[src/hdl/exec_cfg.svh]
// constants for the skip/set/subtract/swap/table-read execution slice
// assumes one 8-bit data path and a program word wider than one byte
`ifndef EXEC_CFG_SVH
`define EXEC_CFG_SVH
`define DMEM_DEPTH 88
`define DMEM_AW 7
`define ROM_AW 12
`define ROM_DW 15
`define BYTE_W 8
`define BIT_IDX_W 3
`define ALL_ONES_8 8'hFF
`define ZERO_8 8'h00
`define ONE_8 8'h01
`define HI_NIB 7:4
`define LO_NIB 3:0
`define NIB_W 4
`define SIGN_BIT 7
`endif

[src/hdl/exec_pkg.sv]
// types shared by the execution slice
// assumes the decode stage hands over one of these operation codes
package exec_pkg;
   typedef enum logic [4:0] {
      OP_NOP,
      OP_DEC_TO_ACC_SKIP_ZERO,
      OP_SET_MEM,
      OP_SET_BIT,
      OP_INC_MEM_SKIP_ZERO,
      OP_INC_TO_ACC_SKIP_ZERO,
      OP_SKIP_BIT_NONZERO,
      OP_SUBTRACT_ACC,
      OP_SUBTRACT_TO_MEMORY,
      OP_SUBTRACT_IMM,
      OP_SWAP_MEM,
      OP_NIBBLE_EXCHANGE_TO_ACC,
      OP_SKIP_MEM_ZERO,
      OP_COPY_ACC_SKIP_ZERO,
      OP_SKIP_BIT_ZERO,
      OP_TABLE_READ_CURRENT_PAGE,
      OP_TABLE_READ_LAST_PAGE,
      OP_XOR_ACC_MEM
   } op_e;
   typedef logic [7:0] byte_t;
endpackage

[src/hdl/sub_unit.sv]
// subtractor: a + ~b + 1 with overflow, zero, nibble carry and carry
// assumes operands arrive from logic on the same clock
`timescale 1ns/100ps
`include "exec_cfg.svh"
module sub_unit (
   input wire logic [`BYTE_W-1:0] a_i,
   input wire logic [`BYTE_W-1:0] b_i,
   output logic [`BYTE_W-1:0] res_o,
   output logic ov_o,
   output logic z_o,
   output logic ac_o,
   output logic c_o
);
   logic [`BYTE_W:0] full_w;
   logic [`NIB_W:0] low_w;
   // carry = no borrow, the usual sense for a + ~b + 1
   assign full_w = {1'b0, a_i} + {1'b0, ~b_i} + {{`BYTE_W{1'b0}}, 1'b1};
   assign low_w = {1'b0, a_i[`LO_NIB]} + {1'b0, ~b_i[`LO_NIB]} + {{`NIB_W{1'b0}}, 1'b1};
   assign res_o = full_w[`BYTE_W-1:0];
   assign c_o = full_w[`BYTE_W];
   assign ac_o = low_w[`NIB_W];
   assign z_o = (res_o == `ZERO_8);
   // signed overflow: equal signs into the adder, different sign out
   assign ov_o = (a_i[`SIGN_BIT] == ~b_i[`SIGN_BIT]) && (res_o[`SIGN_BIT] != a_i[`SIGN_BIT]);
endmodule

[src/hdl/data_mem.sv]
// data memory: one write port, two combinational read ports
// assumes addresses at or above the depth are unmapped
`timescale 1ns/100ps
`include "exec_cfg.svh"
module data_mem #(
   parameter int DEPTH = `DMEM_DEPTH,
   parameter int AW = `DMEM_AW
) (
   input wire logic clk_i,
   input wire logic wr_en_i,
   input wire logic [AW-1:0] wr_addr_i,
   input wire logic [`BYTE_W-1:0] wr_data_i,
   input wire logic [AW-1:0] rd_a_addr_i,
   output logic [`BYTE_W-1:0] rd_a_data_o,
   input wire logic [AW-1:0] rd_b_addr_i,
   output logic [`BYTE_W-1:0] rd_b_data_o
);
   logic [`BYTE_W-1:0] mem_q [DEPTH];
   // unmapped writes dropped, unmapped reads give zero
   always_ff @(posedge clk_i) begin
      if (wr_en_i && (int'(wr_addr_i) < DEPTH)) begin
         mem_q[wr_addr_i] <= wr_data_i;
      end
   end
   assign rd_a_data_o = (int'(rd_a_addr_i) < DEPTH) ? mem_q[rd_a_addr_i] : `ZERO_8;
   assign rd_b_data_o = (int'(rd_b_addr_i) < DEPTH) ? mem_q[rd_b_addr_i] : `ZERO_8;
endmodule

[src/hdl/skip_set_sub_swap_table_exec.sv]
// execution slice: skips, byte/bit set, subtracts, nibble swap, table reads, xor
// assumes decode, program memory and the other instructions sit on the same clock
`timescale 1ns/100ps
`include "exec_cfg.svh"
module skip_set_sub_swap_table_exec #(
   parameter int DMEM_DEPTH = `DMEM_DEPTH,
   parameter int AW = `DMEM_AW,
   parameter int ROM_AW = `ROM_AW,
   parameter int ROM_DW = `ROM_DW
) (
   input wire logic clk_i,
   input wire logic rst_b_i,
   input wire logic instr_valid_i,
   input wire exec_pkg::op_e instr_op_i,
   input wire logic [AW-1:0] instr_addr_i,
   input wire logic [`BIT_IDX_W-1:0] instr_bit_i,
   input wire logic [`BYTE_W-1:0] instr_imm_i,
   input wire logic [ROM_AW-`BYTE_W-1:0] page_i,
   input wire logic table_pointer_wr_i,
   input wire logic [`BYTE_W-1:0] table_pointer_data_i,
   input wire logic acc_wr_i,
   input wire logic [`BYTE_W-1:0] acc_data_i,
   input wire logic flag_wr_i,
   input wire logic timeout_flag_i,
   input wire logic power_down_flag_i,
   input wire logic signed_range_flag_i,
   input wire logic zero_flag_i,
   input wire logic nibble_carry_flag_i,
   input wire logic carry_flag_i,
   input wire logic mem_wr_i,
   input wire logic [AW-1:0] mem_wr_addr_i,
   input wire logic [`BYTE_W-1:0] mem_wr_data_i,
   input wire logic [AW-1:0] dbg_addr_i,
   input wire logic [ROM_DW-1:0] rom_data_i,
   output logic ready_o,
   output logic discard_o,
   output logic retire_o,
   output logic [`BYTE_W-1:0] acc_o,
   output logic timeout_flag_o,
   output logic power_down_flag_o,
   output logic signed_range_flag_o,
   output logic zero_flag_o,
   output logic nibble_carry_flag_o,
   output logic carry_flag_o,
   output logic [`BYTE_W-1:0] table_pointer_o,
   output logic [ROM_DW-`BYTE_W-1:0] table_high_latch_o,
   output logic rom_rd_o,
   output logic [ROM_AW-1:0] rom_addr_o,
   output logic [`BYTE_W-1:0] dbg_data_o
);
   localparam int HIGH_W = ROM_DW - `BYTE_W;
   localparam int PAGE_W = ROM_AW - `BYTE_W;

   logic ready_q;
   logic discard_q;
   logic retire_q;
   logic [`BYTE_W-1:0] acc_q;
   logic to_q;
   logic pdf_q;
   logic ov_q;
   logic z_q;
   logic ac_q;
   logic c_q;
   logic [`BYTE_W-1:0] table_pointer_q;
   logic [HIGH_W-1:0] table_high_latch_q;
   logic rom_rd_q;
   logic [ROM_AW-1:0] rom_addr_q;
   logic [AW-1:0] pend_addr_q;
   logic [`BYTE_W-1:0] dbg_q;

   logic exec_w;
   logic [`BYTE_W-1:0] operand_w;
   logic [`BYTE_W-1:0] dbg_rd_w;
   logic [`BYTE_W-1:0] dec_w;
   logic [`BYTE_W-1:0] inc_w;
   logic [`BYTE_W-1:0] swap_w;
   logic [`BYTE_W-1:0] mask_w;
   logic [`BYTE_W-1:0] xor_w;
   logic bit_w;
   logic [`BYTE_W-1:0] sub_b_w;
   logic [`BYTE_W-1:0] sub_res_w;
   logic sub_ov_w;
   logic sub_z_w;
   logic sub_ac_w;
   logic sub_c_w;

   logic acc_we_w;
   logic [`BYTE_W-1:0] acc_nx_w;
   logic mem_we_w;
   logic [`BYTE_W-1:0] mem_wd_w;
   logic skip_w;
   logic arith_we_w;
   logic zero_we_w;
   logic table_w;
   logic last_page_w;

   logic dm_we_w;
   logic [AW-1:0] dm_wa_w;
   logic [`BYTE_W-1:0] dm_wd_w;

   // the cycle after a taken skip only swallows the prefetched word
   assign exec_w = instr_valid_i && ready_q && !discard_q;

   assign dec_w = operand_w - `ONE_8;
   assign inc_w = operand_w + `ONE_8;
   assign swap_w = {operand_w[`LO_NIB], operand_w[`HI_NIB]};
   assign mask_w = `ONE_8 << instr_bit_i;
   assign bit_w = operand_w[instr_bit_i];
   assign xor_w = acc_q ^ operand_w;
   assign sub_b_w = (instr_op_i == exec_pkg::OP_SUBTRACT_IMM) ? instr_imm_i : operand_w;

   sub_unit u_sub (
      .a_i(acc_q),
      .b_i(sub_b_w),
      .res_o(sub_res_w),
      .ov_o(sub_ov_w),
      .z_o(sub_z_w),
      .ac_o(sub_ac_w),
      .c_o(sub_c_w)
   );

   // execution writes and table writes never meet: table data lands while ready is low
   assign dm_we_w = mem_we_w || rom_rd_q || mem_wr_i;
   assign dm_wa_w = mem_we_w ? instr_addr_i : (rom_rd_q ? pend_addr_q : mem_wr_addr_i);
   assign dm_wd_w = mem_we_w ? mem_wd_w : (rom_rd_q ? rom_data_i[`BYTE_W-1:0] : mem_wr_data_i);

   data_mem #(
      .DEPTH(DMEM_DEPTH),
      .AW(AW)
   ) u_mem (
      .clk_i(clk_i),
      .wr_en_i(dm_we_w),
      .wr_addr_i(dm_wa_w),
      .wr_data_i(dm_wd_w),
      .rd_a_addr_i(instr_addr_i),
      .rd_a_data_o(operand_w),
      .rd_b_addr_i(dbg_addr_i),
      .rd_b_data_o(dbg_rd_w)
   );

   always_comb begin
      acc_we_w = 1'b0;
      acc_nx_w = acc_q;
      mem_we_w = 1'b0;
      mem_wd_w = operand_w;
      skip_w = 1'b0;
      arith_we_w = 1'b0;
      zero_we_w = 1'b0;
      table_w = 1'b0;
      last_page_w = 1'b0;
      if (exec_w) begin
         unique case (instr_op_i)
            exec_pkg::OP_NOP: begin
               acc_nx_w = acc_q;
            end
            exec_pkg::OP_DEC_TO_ACC_SKIP_ZERO: begin
               acc_we_w = 1'b1;
               acc_nx_w = dec_w;
               skip_w = (dec_w == `ZERO_8);
            end
            exec_pkg::OP_SET_MEM: begin
               mem_we_w = 1'b1;
               mem_wd_w = `ALL_ONES_8;
            end
            exec_pkg::OP_SET_BIT: begin
               mem_we_w = 1'b1;
               mem_wd_w = operand_w | mask_w;
            end
            exec_pkg::OP_INC_MEM_SKIP_ZERO: begin
               mem_we_w = 1'b1;
               mem_wd_w = inc_w;
               skip_w = (inc_w == `ZERO_8);
            end
            exec_pkg::OP_INC_TO_ACC_SKIP_ZERO: begin
               acc_we_w = 1'b1;
               acc_nx_w = inc_w;
               skip_w = (inc_w == `ZERO_8);
            end
            exec_pkg::OP_SKIP_BIT_NONZERO: begin
               skip_w = bit_w;
            end
            exec_pkg::OP_SUBTRACT_ACC, exec_pkg::OP_SUBTRACT_IMM: begin
               acc_we_w = 1'b1;
               acc_nx_w = sub_res_w;
               arith_we_w = 1'b1;
            end
            exec_pkg::OP_SUBTRACT_TO_MEMORY: begin
               mem_we_w = 1'b1;
               mem_wd_w = sub_res_w;
               arith_we_w = 1'b1;
            end
            exec_pkg::OP_SWAP_MEM: begin
               mem_we_w = 1'b1;
               mem_wd_w = swap_w;
            end
            exec_pkg::OP_NIBBLE_EXCHANGE_TO_ACC: begin
               acc_we_w = 1'b1;
               acc_nx_w = swap_w;
            end
            exec_pkg::OP_SKIP_MEM_ZERO: begin
               skip_w = (operand_w == `ZERO_8);
            end
            exec_pkg::OP_COPY_ACC_SKIP_ZERO: begin
               acc_we_w = 1'b1;
               acc_nx_w = operand_w;
               skip_w = (operand_w == `ZERO_8);
            end
            exec_pkg::OP_SKIP_BIT_ZERO: begin
               skip_w = !bit_w;
            end
            exec_pkg::OP_TABLE_READ_CURRENT_PAGE: begin
               table_w = 1'b1;
            end
            exec_pkg::OP_TABLE_READ_LAST_PAGE: begin
               table_w = 1'b1;
               last_page_w = 1'b1;
            end
            exec_pkg::OP_XOR_ACC_MEM: begin
               acc_we_w = 1'b1;
               acc_nx_w = xor_w;
               zero_we_w = 1'b1;
            end
            default: begin
               acc_nx_w = acc_q;
            end
         endcase
      end
   end

   // skip and dummy-cycle control
   always_ff @(posedge clk_i or negedge rst_b_i) begin
      if (!rst_b_i) begin
         discard_q <= 1'b0;
      end else begin
         discard_q <= skip_w;
      end
   end

   // table read holds the pipe one extra cycle while the word comes back
   always_ff @(posedge clk_i or negedge rst_b_i) begin
      if (!rst_b_i) begin
         ready_q <= 1'b0;
         rom_rd_q <= 1'b0;
         rom_addr_q <= '0;
         pend_addr_q <= '0;
      end else begin
         rom_rd_q <= table_w;
         ready_q <= !table_w;
         if (table_w) begin
            rom_addr_q <= {(last_page_w ? {PAGE_W{1'b1}} : page_i), table_pointer_q};
            pend_addr_q <= instr_addr_i;
         end
      end
   end

   always_ff @(posedge clk_i or negedge rst_b_i) begin
      if (!rst_b_i) begin
         table_high_latch_q <= '0;
      end else if (rom_rd_q) begin
         table_high_latch_q <= rom_data_i[ROM_DW-1:`BYTE_W];
      end
   end

   always_ff @(posedge clk_i or negedge rst_b_i) begin
      if (!rst_b_i) begin
         table_pointer_q <= `ZERO_8;
      end else if (table_pointer_wr_i) begin
         table_pointer_q <= table_pointer_data_i;
      end
   end

   // an executing instruction that writes the accumulator wins over the outside accumulator write
   always_ff @(posedge clk_i or negedge rst_b_i) begin
      if (!rst_b_i) begin
         acc_q <= `ZERO_8;
      end else if (acc_we_w) begin
         acc_q <= acc_nx_w;
      end else if (acc_wr_i) begin
         acc_q <= acc_data_i;
      end
   end

   // only subtract and xor touch flags here; all other ops leave them
   always_ff @(posedge clk_i or negedge rst_b_i) begin
      if (!rst_b_i) begin
         ov_q <= 1'b0;
         z_q <= 1'b0;
         ac_q <= 1'b0;
         c_q <= 1'b0;
         to_q <= 1'b0;
         pdf_q <= 1'b0;
      end else if (arith_we_w) begin
         ov_q <= sub_ov_w;
         z_q <= sub_z_w;
         ac_q <= sub_ac_w;
         c_q <= sub_c_w;
      end else if (zero_we_w) begin
         z_q <= (xor_w == `ZERO_8);
      end else if (flag_wr_i && !exec_w) begin
         ov_q <= signed_range_flag_i;
         z_q <= zero_flag_i;
         ac_q <= nibble_carry_flag_i;
         c_q <= carry_flag_i;
         to_q <= timeout_flag_i;
         pdf_q <= power_down_flag_i;
      end
   end

   always_ff @(posedge clk_i or negedge rst_b_i) begin
      if (!rst_b_i) begin
         retire_q <= 1'b0;
         dbg_q <= `ZERO_8;
      end else begin
         retire_q <= (exec_w && !table_w) || rom_rd_q;
         dbg_q <= dbg_rd_w;
      end
   end

   assign ready_o = ready_q;
   assign discard_o = discard_q;
   assign retire_o = retire_q;
   assign acc_o = acc_q;
   assign timeout_flag_o = to_q;
   assign power_down_flag_o = pdf_q;
   assign signed_range_flag_o = ov_q;
   assign zero_flag_o = z_q;
   assign nibble_carry_flag_o = ac_q;
   assign carry_flag_o = c_q;
   assign table_pointer_o = table_pointer_q;
   assign table_high_latch_o = table_high_latch_q;
   assign rom_rd_o = rom_rd_q;
   assign rom_addr_o = rom_addr_q;
   assign dbg_data_o = dbg_q;
endmodule

[config.mk]
export PLATFORM = sky130hd
export DESIGN_NAME = skip_set_sub_swap_table_exec
export DESIGN_NICKNAME = d
export VERILOG_FILES = /design/src/hdl/exec_pkg.sv /design/src/hdl/sub_unit.sv /design/src/hdl/data_mem.sv /design/src/hdl/skip_set_sub_swap_table_exec.sv
export VERILOG_INCLUDE_DIRS = /design/src /design/src/hdl
export SDC_FILE = /design/constraint.sdc
export NUM_CORES = 1
export LEC_CHECK = 0
export ABC_AREA = 0
export BUFFER_PORTS_ARGS = -buffer_cell sky130_fd_sc_hd__buf_2
export CELL_PAD_IN_SITES_DETAIL_PLACEMENT = 1
export CELL_PAD_IN_SITES_GLOBAL_PLACEMENT = 1
export CORE_UTILIZATION = 40
export DETAILED_ROUTE_END_ITERATION = 16
export PLACE_DENSITY_LB_ADDON = 0.1
export SLEW_MARGIN = 10
export SYNTH_ARGS = -nofsm -noshare
export SYNTH_HDL_FRONTEND = slang
export SYNTH_SLANG_ARGS = --single-unit
export TNS_END_PERCENT = 1
[constraint.sdc]
create_clock -name clk_i -period 7.8 [get_ports clk_i]
set_input_delay 0.39 -clock clk_i [delete_from_list [all_inputs] [get_ports clk_i]]
set_output_delay 0.39 -clock clk_i [all_outputs]
set_load 0.05 [all_outputs]
==> results_dict.tcl, run 1 <==
set metrics [dict create \
    status "completed" \
    cts-htree-levels 3 \
    synthCells 2178 \
    seq_area_frac_synth 0.6051 \
    ys_types 71 \
    fin_crit_sh 0.7557 \
    worstSetupPathType "in -> reg" \
    wl_per_cell_um 33.50 \
    via_per_inst 6.261 \
    layout-drive-gt1-share 0.3193 \
    grt_pass1_vias 24017 \
    skew_ns 0.02248 \
    io_pins 146 \
    synth_common_cells "edfxtp_1, mux4_2, nand2_1, nor2_1, mux2i_1" \
    grt.overflow.total 0 \
    synth_edf_count 704 \
    dr_wl_met2_um 61100 \
    start_util 0.4058 \
    fmax_ghz 0.1697 \
    ctsHoldBuffers 20 \
    hold_viol_final 0 \
    yosys-top-cells-area "edfxtp_1, mux4_2, dfrtp_1" \
    tightest_slew_ns 1.284 \
    cts_tree "built" \
    drt_wl_total_um 122600 \
    dp_slack_ns 1.314 \
    die_area_sq_um 94770 \
    ys_ff_latch 764 \
    root_buffer "clkbuf_16" \
    slew_viol_final 0 \
    top_layer "met4" \
    core_sq_um 92220 \
    end_kind "flip-flop" \
    die_width_um 307.9 \
    route.detailed.drc 0 \
    critical_path_arrival_ns 6.21 \
    detail-route-antenna-nets 0 \
    grt_antenna_before_repair 4 \
    synthFlopType "edfxtp_1" \
    numClockSinks 764 \
    die-height_um 307.9 \
    finalSetupTns_ns 0 \
    cts_setup_buffers 0 \
    nNetsFinal 2460 \
    diodes 0 \
    rr_worst_depth 19 \
    p_leak_uw 0.01403 \
    required_ns 8.12 \
    wl_met3_um 7549 \
    syn_area_sq_um 37420 \
    gr-usage-all-layers 0.2615 \
    max-slew-margin-rel 0.1407 \
    worst_setup_path_start_kind "input pin" \
    synth.top_cell.area_share 0.5650 \
    setup_viol 0 \
    drtIter0Drc 2384 \
    clock_latency_ns 0.66 \
    fin_ws_ns 1.906 \
    wl_met1_um 51210 \
    hpwlAfterDp_um 81160 \
    clockBufferDepth 3 \
    ctsResizeCount 0 \
    grt_max_degree 89 \
    cts_inserted_buffers 85 \
    grt_pass1_wl_um 176000 \
    clkTransAtPathRegs_ns 0.06 \
    gp_congestion 0.8572 \
    min_period_ns 5.894 \
    cp_max_fo 88 \
    synth_top_cell_by_area "edfxtp_1" \
    max_cap_viol_count 0 \
    row_count 111 \
    synth_fp_nets 2288 \
    hp-class "in -> reg" \
    vias 22923 \
    p_per_area_nw_per_um2 229.9 \
    hold_depth 3 \
    peakVddDrop_uv 138.7 \
    yosys_warnings 0 \
    syn_area_per_cell_sq_um 17.18 \
    drtPass1Iterations 5 \
    port_buffers 145 \
    synthArstFlopShare 0.07853 \
    area_growth_pct 13.80 \
    synth.most_common_cell "edfxtp_1" \
    rsz0062_at_grt "false" \
]
==> routing by layer <==
metal	global-route usage	vias up
met1	0.3565	12433
met3	0.03635	159
li1	-	9402
met5	0	-
met4	0.06549	0
met2	0.4423	929
==> sequential cells by signal (all words and copies together) (netlist names) <==
register	count
ready_o	1
table_pointer_o	8
carry_flag_o	1
table_high_latch_o	7
discard_o	1
acc_o	8
retire_o	1
signed_range_flag_o	1
zero_flag_o	1
u_mem.mem_q	704
nibble_carry_flag_o	1
power_down_flag_o	1
pend_addr_q	7
dbg_data_o	8
timeout_flag_o	1
rom_addr_o	12
rom_rd_o	1
==> cells in the final DEF, fill, tap and decap left out, types with 21 or more instances in the layout <==
cell type / count
edfxtp_1: 704
mux4_2: 387
nand2_1: 168
nor2_1: 144
buf_2: 138
clkbuf_16: 89
mux2i_1: 82
buf_4: 72
dfrtp_1: 60
a21oi_1: 52
o21ai_0: 49
nand3_1: 36
mux2_2: 28
clkinv_1: 25
a22oi_1: 21
==> where the power goes <==
| part | switching, uW | total (uW) | internal [uW] |
|---|---|---|---|
| clock | 1670 | 3830 | 2170 |
| sequential | 48.0 | 4640 | 4590 |
| combinational | 878 | 1320 | 441 |
==> kinds of logic (layout without fill, tap and decap cells) <==
kind of cell / Yosys count / in the layout / synth area share
flops: 764 / 764 / 0.6051
mux: 497 / 497 / 0.2633
compound gates: 267 / 267 / 0.04845
simple gates: 441 / 441 / 0.05226
buf+inv: 175 / 415 / 0.02103
fa+ha+maj: 17 / 17 / 0.005885
xor+xnor: 17 / 17 / 0.003979
==> stage by stage <==
step	utilization	hold slack, ns	power, uW	std cells	cell area, sq um
floorplan	-	0.09441	5573	2178	37420
global placement	0.4313	0.4562	6014	3486	39780
detailed placement	0.4313	0.4661	6036	3486	39780
CTS	0.4618	0.001052	9855	3661	42580
global route	0.4618	0.03515	10070	3661	42580
finish	0.4618	0.02570	9789	3661	42580
==> critical path, cell delays in order <==
cell	delay [ns]
buf_8	0.47
mux4_2	0.60
a22oi_1	0.21
nand3_1	0.18
a22oi_1	0.49
nand2_1	0.40
inv_2	0.28
a21oi_1	0.12
ha_1	0.24
fa_1	0.44
nor2b_1	0.13
o21ai_0	0.11
a21boi_0	0.20
o21a_1	0.16
nor2_1	0.06
xnor2_1	0.30
mux2_2	0.23
a211o_1	0.16
a2bb2oi_4	0.14
buf_4	0.68
==> final timing paths <==
path / startpoint / to / slack, ns
worst max-delay path: instr_addr_i[0] / u_mem.mem_q[32][6] / 1.91
worst min-delay path: page_i[1] / rom_addr_o[9] / 0.03
worst max register to register: u_mem.mem_q[13][0] / u_mem.mem_q[32][6] / 1.94
worst min register to register: pend_addr_q[3] / pend_addr_q[3] / 0.48
max in group asynchronous: rst_b_i / table_pointer_o[2] / 6.79
min in group asynchronous: rst_b_i / carry_flag_o / 0.44
==> cell type report <==
class / instances / area [sq um]
Inverter: 20 / 75.07
Clock inverter: 46 / 282.8
Tap cell: 1243 / 1555
Clock buffer: 109 / 2322
Multi-Input combinational cell: 1239 / 14110
Fill cell: 8847 / 49640
Sequential cell: 764 / 22640
Timing Repair Buffer: 240 / 1595
No activity file was read; power rests on OpenSTA's default activity.
==> run 2, diff against run 1 <==
Clock period 7.8 ns to 6.2 ns, I/O delays scaled along.
==> results_dict.tcl, run 2 (same netlist as run 1, synthesis figures left out) <==
set metrics [dict create \
    clock_latency_ns 0.66 \
    start_util 0.4058 \
    cts_inserted_buffers 85 \
    io_pins 146 \
    drtPass1Iterations 5 \
    drt_wl_total_um 126800 \
    slew_viol_final 0 \
    drtIter0Drc 2322 \
    port_buffers 145 \
    rsz0062_at_grt "false" \
    die_width_um 307.9 \
    via_per_inst 6.234 \
    cts-htree-levels 3 \
    p_per_area_nw_per_um2 290.2 \
    worst_setup_path_start_kind "input pin" \
    gp_congestion 0.8979 \
    hp-class "in -> reg" \
    end_kind "flip-flop" \
    whs_ns 0.04577 \
    gr-usage-all-layers 0.2699 \
    hold_viol_final 0 \
    top_register "u_mem.mem_q" \
    numClockSinks 764 \
    status "completed" \
    die_area_sq_um 94770 \
    worstSetupPathType "in -> reg" \
    mostFrequentLayoutCells "edfxtp_1, mux4_2, nand2_1" \
    vias 23534 \
    setup_viol 0 \
    place_inst 3589 \
    peakVddDrop_uv 187.5 \
    largest_reg_flops 704 \
    instances_no_fill 3775 \
    die-height_um 307.9 \
    route.detailed.drc 0 \
    fin_util 0.4756 \
    fin_crit_sh 0.8314 \
    p_leak_uw 0.01477 \
    grt_pass1_wl_um 182200 \
    nNetsFinal 2575 \
    cts_tree "built" \
    fmax_ghz 0.1940 \
    skew_ns 0.01996 \
    finalSetupTns_ns 0 \
    hpwlAfterDp_um 85530 \
    core_sq_um 92220 \
    cts_setup_buffers 0 \
    clockBufferDepth 3 \
    required_ns 6.54 \
    fin_total_pwr_uw 12730 \
    area_growth_pct 17.21 \
    max_cap_viol_count 0 \
    grt.overflow.total 0 \
    ctsResizeCount 0 \
    root_buffer "clkbuf_16" \
    ctsHoldBuffers 32 \
    layout-drive-gt1-share 0.3489 \
    grt_antenna_before_repair 4 \
    critical_path_arrival_ns 5.49 \
    wl_per_cell_um 33.58 \
    min_period_ns 5.154 \
    grt_pass1_vias 24880 \
    max-slew-margin-rel 0.1843 \
    cp_max_fo 88 \
    tightest_slew_ns 1.214 \
    detail-route-antenna-nets 0 \
    clkTransAtPathRegs_ns 0.06 \
    final_common_cell "edfxtp_1" \
    grt_max_degree 89 \
    row_count 111 \
]
## run 2: report_power, final
group	internal (uW)	switching, uW	total [uW]
Combinational	606	1130	1740
Clock	3060	2100	5160
Sequential	5770	63.5	5830
## run 2: worst paths after layout
check	start	to	slack, ns	cells past startpoint
min reg2reg	rom_addr_o[3]	rom_addr_o[3]	0.48	2
min	acc_data_i[6]	acc_o[6]	0.05	4
min in group asynchronous	rst_b_i	discard_o	0.38	3
max in group asynchronous	rst_b_i	rom_addr_o[0]	5.27	3
max	instr_addr_i[1]	u_mem.mem_q[33][7]	1.05	21
max reg2reg	u_mem.mem_q[76][1]	u_mem.mem_q[33][7]	1.06	19
## run 2: critical path, stage by stage
cell	delay, ns
buf_6	0.47
buf_12	0.28
buf_4	0.32
mux4_2	0.35
a22oi_1	0.20
nand3_1	0.26
a22oi_1	0.26
buf_4	0.21
and2_1	0.17
nand2_1	0.06
o21ai_0	0.11
ha_1	0.30
o21a_1	0.13
o21ai_0	0.28
a21oi_1	0.14
o21a_1	0.21
or3_1	0.33
a31o_2	0.27
a221oi_1	0.28
a22oi_2	0.12
buf_12	0.23
## run 2: layout make-up
| class | count | area (sq um) |
|---|---|---|
| well taps | 1243 | 1555 |
| multi-input cells | 1239 | 14110 |
| clock buffers | 106 | 2270 |
| flip-flops and latches | 764 | 22640 |
| fillers | 8851 | 48360 |
| repair buffers | 355 | 2661 |
| diodes | 1 | 2.502 |
| clock inverters | 47 | 540.5 |
| inverters | 20 | 75.07 |
## run 2: per-stage QoR
step	setup slack [ns]	cell area, sq um
floorplan	-0.7226	37420
global placement	0.4588	40720
detailed placement	0.4280	40720
CTS	1.112	43850
global route	0.8213	43860
finish	1.046	43860
## run 2: layer usage
layer,global-route usage,share of wire,vias to the layer above
met5,0,0.00022,-
met4,0.08435,0.029,4
met3,0.04982,0.071,199
met2,0.4498,0.49,1003
met1,0.3586,0.41,12688
li1,-,-,9640
==> run 3, diff against run 2 <==
Clock period 6.2 ns to 4.4 ns, I/O delays scaled along.
==> results_dict.tcl, run 3 (same netlist as run 1, synthesis figures left out) <==
set metrics [dict create \
    status "finished, violations left" \
    violations "negative setup slack" \
    start_util 0.4058 \
    peakVddDrop_uv 269.4 \
    p_per_area_nw_per_um2 403.0 \
    largest_reg_flops 704 \
    clkTransAtPathRegs_ns 0.06 \
    grt_pass1_wl_um 187900 \
    area_growth_pct 22.73 \
    nNetsFinal 2775 \
    worst_setup_path_start_kind "flip-flop" \
    io_pins 146 \
    cp_max_fo 24 \
    drtIter0Drc 2549 \
    critical_path_arrival_ns 5.14 \
    final_common_cell "edfxtp_1" \
    root_buffer "clkbuf_16" \
    die-height_um 307.9 \
    port_buffers 145 \
    detail-route-antenna-nets 0 \
    clock_latency_ns 0.68 \
    hpwlAfterDp_um 91720 \
    cts-htree-levels 3 \
    mostFrequentLayoutCells "edfxtp_1, mux4_2, buf_4" \
    skew_ns 0.04429 \
    hp-class "in -> reg" \
    switching_power_uw 4860 \
    cts_inserted_buffers 87 \
    cp-endpoint "u_mem.mem_q[49][7]" \
    vias 24503 \
    placed_area_sq_um 42170 \
    cts_tree "built" \
    critPathLaunch "u_mem.mem_q[76][1]" \
    p_leak_uw 0.01590 \
    tightest_slew_ns 1.372 \
    required_ns 4.80 \
    drtPass1Iterations 5 \
    layout-drive-gt1-share 0.4028 \
    finalInstanceArea_sq_um 45920 \
    n_fill_cell 8765 \
    grt.overflow.total 0 \
    gr-usage-all-layers 0.2808 \
    whs_ns 0.04475 \
    share_comb_of_total_power 0.153 \
    finalSetupTns_ns -67.81 \
    p_seq_frac 0.444 \
    top_register "u_mem.mem_q" \
    drt_wl_total_um 132100 \
    wl_per_cell_um 33.16 \
    die_area_sq_um 94770 \
    rr_worst_depth 20 \
    grt_antenna_before_repair 1 \
    end_kind "flip-flop" \
    clockBufferDepth 3 \
    row_count 111 \
    worstSetupPathType "reg -> reg" \
    max-slew-margin-rel 0.07842 \
    rsz0062_at_grt "true" \
    hold_viol_final 0 \
    gp_congestion 0.9579 \
    r2r_start "u_mem.mem_q[76][1]" \
    fin_crit_sh 1.076 \
    instances_no_fill 3982 \
    sw_frac_of_total 0.2626 \
    core_sq_um 92220 \
    min_period_ns 4.734 \
    max_cap_viol_count 0 \
    fmax_ghz 0.2113 \
    r2r_end "u_mem.mem_q[49][7]" \
    die_width_um 307.9 \
    slew_viol_final 0 \
    route.detailed.drc 0 \
    setup_viol 436 \
    p_int_uw 13650 \
    grt_pass1_vias 25765 \
    numClockSinks 764 \
    via_per_inst 6.153 \
    grt_max_degree 89 \
    pwr-share-clk 0.403 \
    fin_ws_ns -0.3337 \
    place_inst 3758 \
    reg2reg_setup_slack_ns -0.33 \
]
run 3: changes by cell type in the layout (fill, tap and decap cells not counted), moves of 4 or more:
| cell | change |
|---|---|
| o21ai_0 | -4 |
| buf_4 | +165 |
| buf_12 | +12 |
| clkbuf_8 | +4 |
| buf_16 | +4 |
| dlygate4sd3_1 | +14 |
run 3: cell type report:
cell class | instances | area [sq um] | area share
diodes | 1 | 2.502 | 0.00005449
clock buffers | 107 | 2313 | 0.05038
well taps | 1243 | 1555 | 0.03387
inverters | 20 | 82.58 | 0.001798
multi-input cells | 1239 | 14260 | 0.3104
flip-flops and latches | 764 | 22640 | 0.4930
clock inverters | 55 | 613.1 | 0.01335
repair buffers | 553 | 4458 | 0.09708
run 3: power groups by stage:
stage               clock, uW  combinational [uW]  sequential [uW]
finish                   7450                2830             8220
global route             7840                2970             8230
CTS                      7610                2770             8220
detailed placement          0                2660             8370
global placement            0                2630             8360
floorplan                   0                1240             8650
run 3: critical path: stages (launching register included):
cell      delay, ns
edfxtp_1       0.40
mux4_2         0.49
mux4_2         0.48
or2_4          0.27
a22oi_4        0.20
nand2_4        0.08
clkinv_4       0.06
a21oi_4        0.05
inv_2          0.09
ha_4           0.20
nor2b_4        0.12
o21a_1         0.19
o21ai_2        0.17
a21oi_2        0.09
o21a_1         0.21
or3_4          0.35
a31o_4         0.26
a221oi_4       0.24
a22oi_2        0.11
buf_12         0.20
buf_16         0.18
run 3: metal layers:
metal | track usage | vias to the layer above | wire [um]
met4 | 0.1093 | 0 | 4785
met3 | 0.04233 | 206 | 9163
met1 | 0.3778 | 13172 | 53630
met2 | 0.4603 | 1078 | 64480
li1 | - | 10047 | -
met5 | 0 | - | 0
run 3: through the flow:
stage	total power (uW)	setup slack [ns]	utilization
after global placement	10990	-0.7003	0.4572
after CTS	18600	-0.2422	0.4964
final	18510	-0.3337	0.4980
after floorplan	9889	-0.9797	-
after global routing	19040	-0.4337	0.4980
after detailed placement	11040	-0.7612	0.4572
run 3: worst min-delay path by stage:
stage	slack, ns	to	startpoint	cells past startpoint
global placement	0.22	rom_rd_o	rst_b_i	1
CTS	0.002	nibble_carry_flag_o	flag_wr_i	4
floorplan	-0.08	acc_o[0]	rst_b_i	0
global route	0.07	acc_o[1]	acc_wr_i	3
detailed placement	0.24	rom_addr_o[3]	rst_b_i	1
finish	0.04	acc_o[1]	acc_wr_i	3
run 3: what timing repair did:
item                                   in CTS  in global routing
gates cloned                                4                  2
resized for setup                          17                 12
endpoints found under the hold margin      62                  0
pin swaps                                   5                  3
setup endpoints to repair                 440                441
hold buffers                               46                  0
buffers inserted                            5                  4
